**src/fircb_pkg.sv**
```systemverilog
package fircb_pkg;
    // Printed offsets are not all multiples of four: they are indices
    localparam logic [11:0] TAP3_IDX    = 12'h41C;
    localparam logic [11:0] TAP4_IDX    = 12'h41E;
    localparam logic [11:0] CENTER_IDX  = 12'h420;
    localparam logic [11:0] TAP6_IDX    = 12'h423;
    localparam logic [11:0] TAP7_IDX    = 12'h425;
    localparam logic [11:0] CFG_IDX     = 12'h410;
    localparam logic [11:0] STATUS_IDX  = 12'h411;
    localparam int          SIDE_W      = 12;
    localparam int          CENTER_W    = 18;
    localparam int          SIDE_REG_W  = 16;
    localparam int          CENTER_REG_W = 24;
    localparam int          SCW_MAX     = 6;
    localparam logic [SIDE_REG_W-1:0]   SIDE_RESET   = 16'h0000;
    localparam logic [CENTER_REG_W-1:0] CENTER_RESET = 24'h000000;
    localparam logic [1:0]  MODE_OFF    = 2'h0;
    localparam logic [1:0]  MODE_ON     = 2'h2;
    // Config register fields
    localparam int          CFG_MODE_LSB  = 0;
    localparam int          CFG_SCW_LSB   = 2;
    localparam int          CFG_MERGE_BIT = 5;
    localparam int          CFG_SINGLE_BIT = 6;
    localparam logic [7:0]  CFG_RESET     = 8'h00;

    typedef struct packed {
        logic [SIDE_W-1:0]   tap3;
        logic [SIDE_W-1:0]   tap4;
        logic [CENTER_W-1:0] center;
        logic [SIDE_W-1:0]   tap6;
        logic [SIDE_W-1:0]   tap7;
    } fircb_taps_type;

    typedef enum logic [1:0] {
        ROUTE_NONE,
        ROUTE_CHAN_A,
        ROUTE_MERGED
    } fircb_route_type;
endpackage : fircb_pkg
```
**src/fircb_bank.sv**
```systemverilog
// Notes on behaviour
// - Side-tap registers hold a signed 12-bit coefficient in 11:0, 15:12 reserved, R/W.
// - In dual-channel mode the five registers feed channel A taps three to seven in order.
// - In single-channel mode the same registers feed the merged filter's taps.
// - The fifth-tap coefficient is the centre of a nine-tap filter.
// - The centre register is 24 bits with an 18-bit signed coefficient in 17:0.
// - Readback of any coefficient always returns zero in the coefficient MSB.
// - Every coefficient register resets to zero.
// - Tap four at 0x41E, centre at 0x420, tap six at 0x423, tap seven at 0x425.
// - Filter mode 0 disables and 2 enables the filter; 1 and 3 are reserved.
// - Side weight field 0..6 sets side LSB weight to 2^(field-16), centre excluded.
// - Merge combines both filters into one; software sets it in single-channel mode.
//
// Our own choice: the APB slave port.
module fircb_bank
    import fircb_pkg::*;
(
    // Clock and reset
    input  wire logic                  MCLK,
    input  wire logic                  RESET_N,
    // APB slave
    input  wire logic                  PSEL,
    input  wire logic                  PENABLE,
    input  wire logic                  PWRITE,
    input  wire logic [15:0]           PADDR,
    input  wire logic [31:0]           PWDATA,
    output logic      [31:0]           PRDATA,
    output logic                       PREADY,
    output logic                       PSLVERR,
    // Filter side
    input  wire logic                  LINK_OUTPUT_ENABLE,
    output fircb_pkg::fircb_taps_type  TAPS,
    output fircb_pkg::fircb_route_type ROUTE,
    output logic      [2:0]            SIDE_COEF_WEIGHT
);
    import fircb_pkg::*;

    function automatic logic hit(input logic [15:0] addr, input logic [11:0] idx);
        hit = (addr[1:0] == 2'h0) && (addr[15:2] == {2'h0, idx});
    endfunction : hit

    logic [SIDE_REG_W-1:0]   tap_reg [4];
    logic [CENTER_REG_W-1:0] center_reg;
    logic [7:0]              cfg;
    logic                    link_meta;
    logic                    link_sync;

    wire logic setup     = PSEL && !PENABLE;
    wire logic wr_go     = PSEL && PENABLE && PWRITE && PREADY;
    wire logic hit_tap3  = hit(PADDR, TAP3_IDX);
    wire logic hit_tap4  = hit(PADDR, TAP4_IDX);
    wire logic hit_ctr   = hit(PADDR, CENTER_IDX);
    wire logic hit_tap6  = hit(PADDR, TAP6_IDX);
    wire logic hit_tap7  = hit(PADDR, TAP7_IDX);
    wire logic hit_cfg   = hit(PADDR, CFG_IDX);
    wire logic hit_stat  = hit(PADDR, STATUS_IDX);
    wire logic [3:0] hit_side = {hit_tap7, hit_tap6, hit_tap4, hit_tap3};
    wire logic mapped    = |hit_side || hit_ctr || hit_cfg || hit_stat;
    wire logic [1:0] mode_f  = cfg[CFG_MODE_LSB +: 2];
    wire logic [2:0] scw_f   = cfg[CFG_SCW_LSB +: 3];
    wire logic       merge_f = cfg[CFG_MERGE_BIT];
    wire logic       single_f = cfg[CFG_SINGLE_BIT];

    wire logic [31:0] rd_side [4];
    genvar g;
    generate
        for (g = 0; g < 4; g++) begin : g_rd
            assign rd_side[g] = {16'h0000, tap_reg[g][15:12], 1'b0, tap_reg[g][10:0]};
        end
    endgenerate
    wire logic [31:0] rd_ctr = {8'h00, center_reg[23:18], 1'b0, center_reg[16:0]};

    logic [31:0] next_rdata;
    always_comb begin
        next_rdata = 32'h00000000;
        if (hit_tap3) begin
            next_rdata = rd_side[0];
        end else if (hit_tap4) begin
            next_rdata = rd_side[1];
        end else if (hit_ctr) begin
            next_rdata = rd_ctr;
        end else if (hit_tap6) begin
            next_rdata = rd_side[2];
        end else if (hit_tap7) begin
            next_rdata = rd_side[3];
        end else if (hit_cfg) begin
            next_rdata = {24'h000000, cfg};
        end else if (hit_stat) begin
            next_rdata = {28'h0000000, link_sync, ROUTE == ROUTE_MERGED,
                          ROUTE == ROUTE_CHAN_A, ROUTE != ROUTE_NONE};
        end
    end

    // No wait state: answer registered in the setup phase, ready in the first access cycle
    always_ff @(posedge MCLK) begin
        if (!RESET_N) begin
            PREADY  <= 1'b0;
            PRDATA  <= 32'h00000000;
            PSLVERR <= 1'b0;
        end else begin
            PREADY  <= setup;
            PSLVERR <= setup && !mapped;
            PRDATA  <= (setup && !PWRITE) ? next_rdata : 32'h00000000;
        end
    end

    generate
        for (g = 0; g < 4; g++) begin : g_tap
            always_ff @(posedge MCLK) begin
                if (!RESET_N) begin
                    tap_reg[g] <= SIDE_RESET;
                end else if (wr_go && hit_side[g]) begin
                    tap_reg[g] <= PWDATA[SIDE_REG_W-1:0];
                end
            end
        end
    endgenerate

    always_ff @(posedge MCLK) begin
        if (!RESET_N) begin
            center_reg <= CENTER_RESET;
            cfg        <= CFG_RESET;
        end else if (wr_go && hit_ctr) begin
            center_reg <= PWDATA[CENTER_REG_W-1:0];
        end else if (wr_go && hit_cfg) begin
            cfg        <= PWDATA[7:0];
        end
    end

    always_ff @(posedge MCLK) begin
        if (!RESET_N) begin
            link_meta <= 1'b0;
            link_sync <= 1'b0;
        end else begin
            link_meta <= LINK_OUTPUT_ENABLE;
            link_sync <= link_meta;
        end
    end

    wire fircb_route_type next_route =
        (mode_f != MODE_ON) ? ROUTE_NONE :
        (merge_f || single_f) ? ROUTE_MERGED : ROUTE_CHAN_A;
    wire logic [2:0] next_scw = (scw_f > 3'(SCW_MAX)) ? 3'(SCW_MAX) : scw_f;

    always_ff @(posedge MCLK) begin
        if (!RESET_N) begin
            TAPS             <= '0;
            ROUTE            <= ROUTE_NONE;
            SIDE_COEF_WEIGHT <= 3'h0;
        end else begin
            TAPS.tap3        <= tap_reg[0][SIDE_W-1:0];
            TAPS.tap4        <= tap_reg[1][SIDE_W-1:0];
            TAPS.center      <= center_reg[CENTER_W-1:0];
            TAPS.tap6        <= tap_reg[2][SIDE_W-1:0];
            TAPS.tap7        <= tap_reg[3][SIDE_W-1:0];
            ROUTE            <= next_route;
            SIDE_COEF_WEIGHT <= next_scw;
        end
    end
endmodule : fircb_bank

```
**config.mk**
```make
export PLATFORM = sky130hd
export DESIGN_NAME = fircb_bank
export DESIGN_NICKNAME = d
export VERILOG_FILES = /design/src/fircb_pkg.sv /design/src/fircb_bank.sv
export SDC_FILE = /design/constraint.sdc
export NUM_CORES = 1
export LEC_CHECK = 0
export ABC_AREA = 1
export ABC_CLOCK_PERIOD_IN_PS = 2880
export BUFFER_PORTS_ARGS = -buffer_cell sky130_fd_sc_hd__buf_2
export CAP_MARGIN = 20
export CELL_PAD_IN_SITES_DETAIL_PLACEMENT = 1
export CELL_PAD_IN_SITES_GLOBAL_PLACEMENT = 1
export CORE_MARGIN = 2
export CORE_UTILIZATION = 41
export DETAILED_ROUTE_END_ITERATION = 16
export PLACE_DENSITY = 0.84
export SLEW_MARGIN = 20
export SYNTH_ARGS = -nofsm -noshare
export SYNTH_HDL_FRONTEND = slang
export SYNTH_SLANG_ARGS = --single-unit
```
**constraint.sdc**
```tcl
create_clock -name MCLK -period 2.88 [get_ports MCLK]
set_input_delay 0.144 -clock MCLK [delete_from_list [all_inputs] [get_ports MCLK]]
set_output_delay 0.144 -clock MCLK [all_outputs]
set_load 0.02 [all_outputs]
```
==> results of run 1 <==
## layout by cell type, fill, tap and decap left out, types with 2 or more instances in the layout
cell | netlist | final
nor2_2 | 6 | 6
nand4_1 | 7 | 7
nor2_1 | 102 | 102
nor3_1 | 2 | 2
clkbuf_16 | 0 | 19
dlygate4sd3_1 | 0 | 13
nand3_4 | 2 | 2
conb_1 | 1 | 9
a21oi_2 | 3 | 3
nand3_2 | 4 | 4
nand3b_1 | 4 | 4
a21oi_1 | 30 | 30
edfxtp_1 | 64 | 64
nor2_4 | 6 | 6
o21ai_0 | 28 | 24
inv_6 | 1 | 6
o21bai_1 | 6 | 6
inv_2 | 13 | 13
buf_2 | 13 | 141
o21ai_1 | 23 | 27
nand3_1 | 19 | 19
nand2_2 | 4 | 4
inv_1 | 141 | 141
a211oi_2 | 15 | 15
clkinv_2 | 0 | 3
buf_4 | 10 | 13
dfxtp_1 | 130 | 130
nand2_1 | 170 | 170
## power breakdown
group          switching [mW]  leakage, nW  internal, mW  total [mW]
combinational           0.167         2.62        0.0725       0.239
sequential             0.0174         1.74          2.86        2.88
clock                    1.09        0.299          1.31        2.40
total                    1.27         4.66          4.24        5.52
## routing by layer
| layer | up-vias | share of wire | track usage |
|---|---|---|---|
| met1 | 2898 | 0.39 | 0.259 |
| li1 | 2852 | - | - |
| met2 | 219 | 0.51 | 0.397 |
| met4 | 0 | 0.028 | 0.0925 |
| met5 | - | 0 | 0 |
| met3 | 41 | 0.072 | 0.0654 |
## stage by stage
stage / hold WS (ns) / util / cell area (µm²) / instances
2_1_floorplan: 0.236 / - / 7550 / 838
3_3_place_gp: 0.337 / 0.467 / 8400 / 1179
3_5_place_dp: 0.341 / 0.467 / 8400 / 1179
4_1_cts: 0.00921 / 0.508 / 9120 / 1224
5_1_grt: 0.0164 / 0.508 / 9120 / 1224
6_report: 0.0217 / 0.508 / 9120 / 1224
## synth_stat cells, drive strengths merged
master and instances:
or2 1, conb 1, buf 28, nand3 25, nor4 2, nand4 7, nand3b 5, a211oi 16
clkbuf 14, dfxtp 130, o21ai 51, o21bai 6, nand2 175, nor2 115, nor3 2, inv 155
edfxtp 64, a21oi 33
## area by class of cell
cell class	instances	area, µm²
multi-input cells	447	2200
fillers	2106	8840
flip-flops and latches	194	4520
repair buffers	167	933
well taps	229	287
inverters	155	587
clock inverters	13	119
clock buffers	19	475
## worst register-to-register path: cells and delay by family (launching register included)
family / cells / cell delay (ns)
flip-flops: 1 / 0.36
AND/OR/NAND/NOR: 4 / 1.39
## worst max path at each step
stage / slack (ns) / end / from / cells past startpoint
after global routing: 0.81 / center_reg[0] / PREADY / 5
after detailed placement: 0.66 / tap_reg[1][12] / PADDR[1] / 8
after CTS: 0.97 / tap_reg[1][10] / PREADY / 4
after floorplan: 0.35 / tap_reg[3][0] / PADDR[12] / 7
after global placement: 0.79 / tap_reg[1][7] / PADDR[1] / 8
final: 0.94 / tap_reg[0][12] / PENABLE / 6
## cell families (layout without fill, tap and decap cells)
| kind of cell | Yosys count | after routing | synth area share |
|---|---|---|---|
| AO/OA/AOI/OAI | 106 | 106 | 0.0894 |
| buffers and inverters | 197 | 354 | 0.110 |
| flip-flops | 194 | 194 | 0.602 |
| other | 1 | 9 | 0.000499 |
| AND/OR/NAND/NOR | 332 | 332 | 0.198 |
## timing repair
action                                  CTS  global route
resized for setup                         0             0
endpoints found under the setup margin    0             0
endpoints found under the hold margin    13             0
hold buffers                             13             0
==> flow_summary_export.csv, run 1 <==
group,metric,value,unit
critical_path,r2r-end,"tap_reg[0][12]",
drt,drc,0,
timing,clock_skew,0.00885,ns
synth,syn_area,0.00752,mm²
synth,postSynthAreaPerCell,9.06,µm²
power,ir_drop,0.433,mV
timing,rsz0062_at_grt,"false",
synth,synth.area.top_cells,"dfxtp_1, edfxtp_1, nand2_1",
global_route,grt_util_all_layers,0.226,
drt,wl_per_cell,17.4,µm
drt,antenna_left,0,
critical_path,path_buf_inv,2,
power,powerDensity,605,mW/mm²
drt,drt-vias-per-instance,4.91,
power,power.total,5.52,mW
floorplan,start_util,0.419,
final_layout,areaGrowthSynthToFinish,21.3,%
floorplan,die_w,139,µm
critical_path,worst-path-max-fanout,16,
timing,setup_ws,0.936,ns
synth,synth-seq-area-share,0.602,
floorplan,pin_count,159,
critical_path,cp.required,3.14,ns
global_route,antenna_found_initial,0,
placement,gp_congestion,0.817,
global_route,grt_pass1_wl,34000,µm
timing,finalSetupViolations,0,
placement,io_buffers,141,
critical_path,crit_path_cell_trace,"dlygate4sd3_1, buf_2, nand4_1, nor2_1, nand2_1, nor2_1",
cts,cts_tree,"yes",
run,drv_cap,0,
critical_path,cp-end-kind,"flip-flop",
synth,synth_cells,830,
timing,drv_slew,0,
critical_path,r2r_setup_slack,0.96,ns
critical_path,crit_type,"in2reg",
floorplan,rows,49,
cts,clock_latency,0.44,ns
cts,cts.sinks,194,
cts,clock_path_buffers,2,
synth,ys_warn_count,0,
power,cellLeakagePower,4.66,nW
global_route,grt_overflow,0,
placement,pre_cts_ws,0.664,ns
global_route,grt_max_degree,43,
critical_path,critPathTopFamily,"simple AND/OR/NAND/NOR gates",
floorplan,die_h,139,µm
final_layout,diodes,0,
cts,root_buffer,"clkbuf_16",
synth,synth_seq_cells,194,
floorplan,die_area,0.0194,mm²
placement,hpwl,14700,µm
final_layout,drive_gt1_frac,0.245,
final_layout,largest_register_ffs,66,
critical_path,arrival,2.20,ns
hold_path,hp-start,"PWDATA[8]",
synth,ys_types,35,
floorplan,core_region_area,0.0180,mm²
timing,slew_headroom,0.481,
timing,finalSetupTns,0,ns
drt,drtIter0Drc,348,
timing,min_period_over_period,0.675,
cts,path_clk_slew,0.07,ns
cts,cts_setup_buffers,0,
final_layout,fin_nets,1036,
hold_path,hold_depth,3,
synth,yosys.area.top_type,"dfxtp_1",
synth,synth_top_area_share,0.346,
hold_path,min_to,"center_reg[8]",
cts,numCtsBuffers,17,
critical_path,reg2reg_from,"PREADY",
timing,fin_crit,1.94,ns
timing,max_freq,0.514,GHz
drt,vias,6010,
cts,cts_max_level,4,
critical_path,max_stage_delay,0.54,ns
run_status,outcome,"finished, final reports clean",
drt,drt-total-wl,21300,µm
critical_path,reg2reg_depth,4,
drt,drtPass1Iterations,5,
timing,hold_violations,0,
critical_path,crit_top_cell,"nor2_1",
global_route,grt_pass1_vias,6418,
critical_path,slowest_stage,"dlygate4sd3_1",
hold_path,hold_path.class,"in2reg",
critical_path,startpoint_type,"primary input",
timing,tightestPinTransition,0.777,ns
Power figures use the tool's default switching activity.
==> inputs of run 2 (changes only) <==
Settings changed: ABC_CLOCK_PERIOD_IN_PS 2880 to 1700, CORE_UTILIZATION 41 to 37, PLACE_DENSITY 0.84 to 0.8.
Clock period 2.88 ns to 1.7 ns, I/O delays scaled along.
==> flow_summary_export.csv, run 2 (same netlist as run 1, synthesis figures left out) <==
group,metric,value,unit
drt,m1WireLength,9040,µm
critical_path,arrival,1.87,ns
final_layout,largest_register_ffs,66,
timing,finalSetupViolations,0,
cts,cts_setup_buffers,0,
hold_path,hold_path.class,"in2reg",
drt,drt-vias-per-instance,4.67,
drt,route.met3.wl,1170,µm
global_route,grt_max_degree,74,
critical_path,path_buf_inv,4,
cts,cts_max_level,4,
floorplan,rows,52,
cts,numCtsBuffers,17,
power,ir_drop,0.697,mV
drt,antenna_left,0,
drt,vias,6053,
power,swShare,0.251,
power,p_comb_frac,0.049,
global_route,grt_util_all_layers,0.210,
cts,cts.sinks,194,
timing,min_period_over_period,0.933,
drt,wl_per_cell,16.7,µm
drt,wl_met2,10700,µm
power,cellLeakagePower,4.82,nW
power,seq_power_share,0.523,
global_route,antenna_found_initial,0,
power,intPower,6.97,mW
cts,clock_path_buffers,2,
drt,top_layer,"met4",
critical_path,startpoint_type,"primary input",
global_route,grt_pass1_wl,34700,µm
floorplan,die_w,147,µm
drt,drtPass1Iterations,6,
floorplan,core_region_area,0.0201,mm²
run_status,outcome,"finished, violations left",
timing,hold_violations,1,
final_layout,drive_gt1_frac,0.262,
critical_path,critPathTopFamily,"buffers and inverters",
critical_path,max_stage_delay,0.54,ns
final_layout,fin_util,0.476,
drt,drtIter0Drc,437,
timing,fin_crit,1.59,ns
timing,drv_slew,0,
global_route,grt_overflow,0,
floorplan,die_area,0.0215,mm²
floorplan,start_util,0.374,
run,drv_cap,0,
placement,hpwl,15300,µm
final_layout,mostFrequentLayoutCells,"nand2_1, inv_1, buf_2, dfxtp_1, nor2_1",
cts,cts_resized,0,
floorplan,pin_count,159,
final_layout,instances_no_fill,1297,
run_status,failed_checks,"hold timing",
cts,root_buffer,"clkbuf_16",
power,clock_power_share,0.428,
critical_path,slowest_stage,"dlygate4sd3_1",
cts,cts_tree,"yes",
placement,io_buffers,141,
timing,clock_skew,0.00886,ns
final_layout,diodes,0,
critical_path,cp-end-kind,"flip-flop",
power,p_switching,2.33,mW
drt,drc,0,
critical_path,crit_path_cell_trace,"dlygate4sd3_1, buf_2, nand4_1, buf_4, inv_2, nand3_2, nor2_1",
placement,gp_congestion,0.896,
timing,slew_headroom,0.658,
drt,drt-total-wl,21700,µm
timing,tightestPinTransition,0.509,ns
cts,clock_latency,0.45,ns
critical_path,crit_type,"in2reg",
critical_path,cp.required,1.99,ns
global_route,grt_pass1_vias,6453,
cts,path_clk_slew,0.08,ns
power,powerDensity,973,mW/mm²
final_layout,areaGrowthSynthToFinish,27.3,%
final_layout,fin_nets,1068,
timing,max_freq,0.630,GHz
floorplan,die_h,147,µm
timing,rsz0062_at_grt,"false",
placement,dp_cells,1239,
critical_path,worst-path-max-fanout,16,
timing,whs,-0.00508,ns
final_layout,final_common_cell,"nand2_1",
-- run 2: cell count changes in the layout (fill, tap and decap cells not counted), moves of 4 or more --
cell / before / now
dlygate4sd3_1: 13 / 26
buf_12: 0 / 6
buf_4: 13 / 27
o21ai_4: 0 / 4
clkinv_8: 0 / 4
o21ai_1: 27 / 23
-- run 2: cell type report --
type | instances | area, µm²
Multi-Input combinational cell | 447 | 2240
Sequential cell | 194 | 4530
Fill cell | 2372 | 10500
Timing Repair Buffer | 199 | 1280
Tap cell | 270 | 338
Inverter | 155 | 587
Clock inverter | 15 | 165
Clock buffer | 17 | 425
-- run 2: timing repair --
item / CTS / global route
hold buffers: 26 / 0
endpoints found under the setup margin: 0 / 0
endpoints found under the hold margin: 27 / 0
-- run 2: power groups by stage --
stage	Sequential (mW)	Clock [mW]	Combinational (mW)
floorplan	5.01	0	0.187
global placement	4.98	0	0.397
detailed placement	4.98	0	0.407
CTS	4.87	4.03	0.455
global route	4.88	4.25	0.490
finish	4.87	3.98	0.455
-- run 2: worst reg2reg max path, stage by stage, from the launching register on --
cell	delay [ns]
dfxtp_4	0.35
nand4_1	0.07
buf_4	0.21
inv_2	0.17
nand3_2	0.39
nor2_1	0.25
-- run 2: path summary, 6_finish.rpt --
path | cells past startpoint | endpoint | startpoint | slack (ns)
worst max register to register | 5 | tap_reg[3][0] | PREADY | 0.11
worst min register to register | 2 | TAPS[40] | center_reg[16] | 0.43
worst max-delay path | 7 | tap_reg[3][0] | PWRITE | 0.11
worst min-delay path | 3 | center_reg[12] | PWDATA[12] | -0.005
-- run 2: through the flow --
step / setup slack [ns] / TNS, ns / total power, mW / area [µm²] / hold WS (ns)
after global routing: 0.0630 / 0 / 9.62 / 9570 / 0.0127
after CTS: 0.155 / 0 / 9.36 / 9570 / 0.00513
after global placement: 0.110 / 0 / 5.37 / 8720 / 0.269
after floorplan: -0.0218 / -1.40 / 5.20 / 7600 / 0.167
final: 0.113 / 0 / 9.31 / 9570 / -0.00508
after detailed placement: 0.0221 / 0 / 5.39 / 8720 / 0.279
-- run 2: per-layer routing --
layer  global-route usage  up-vias
li1                     -     2918
met5                    0        -
met2                0.363      212
met3               0.0369       52
met4                0.100        0
met1                0.255     2871
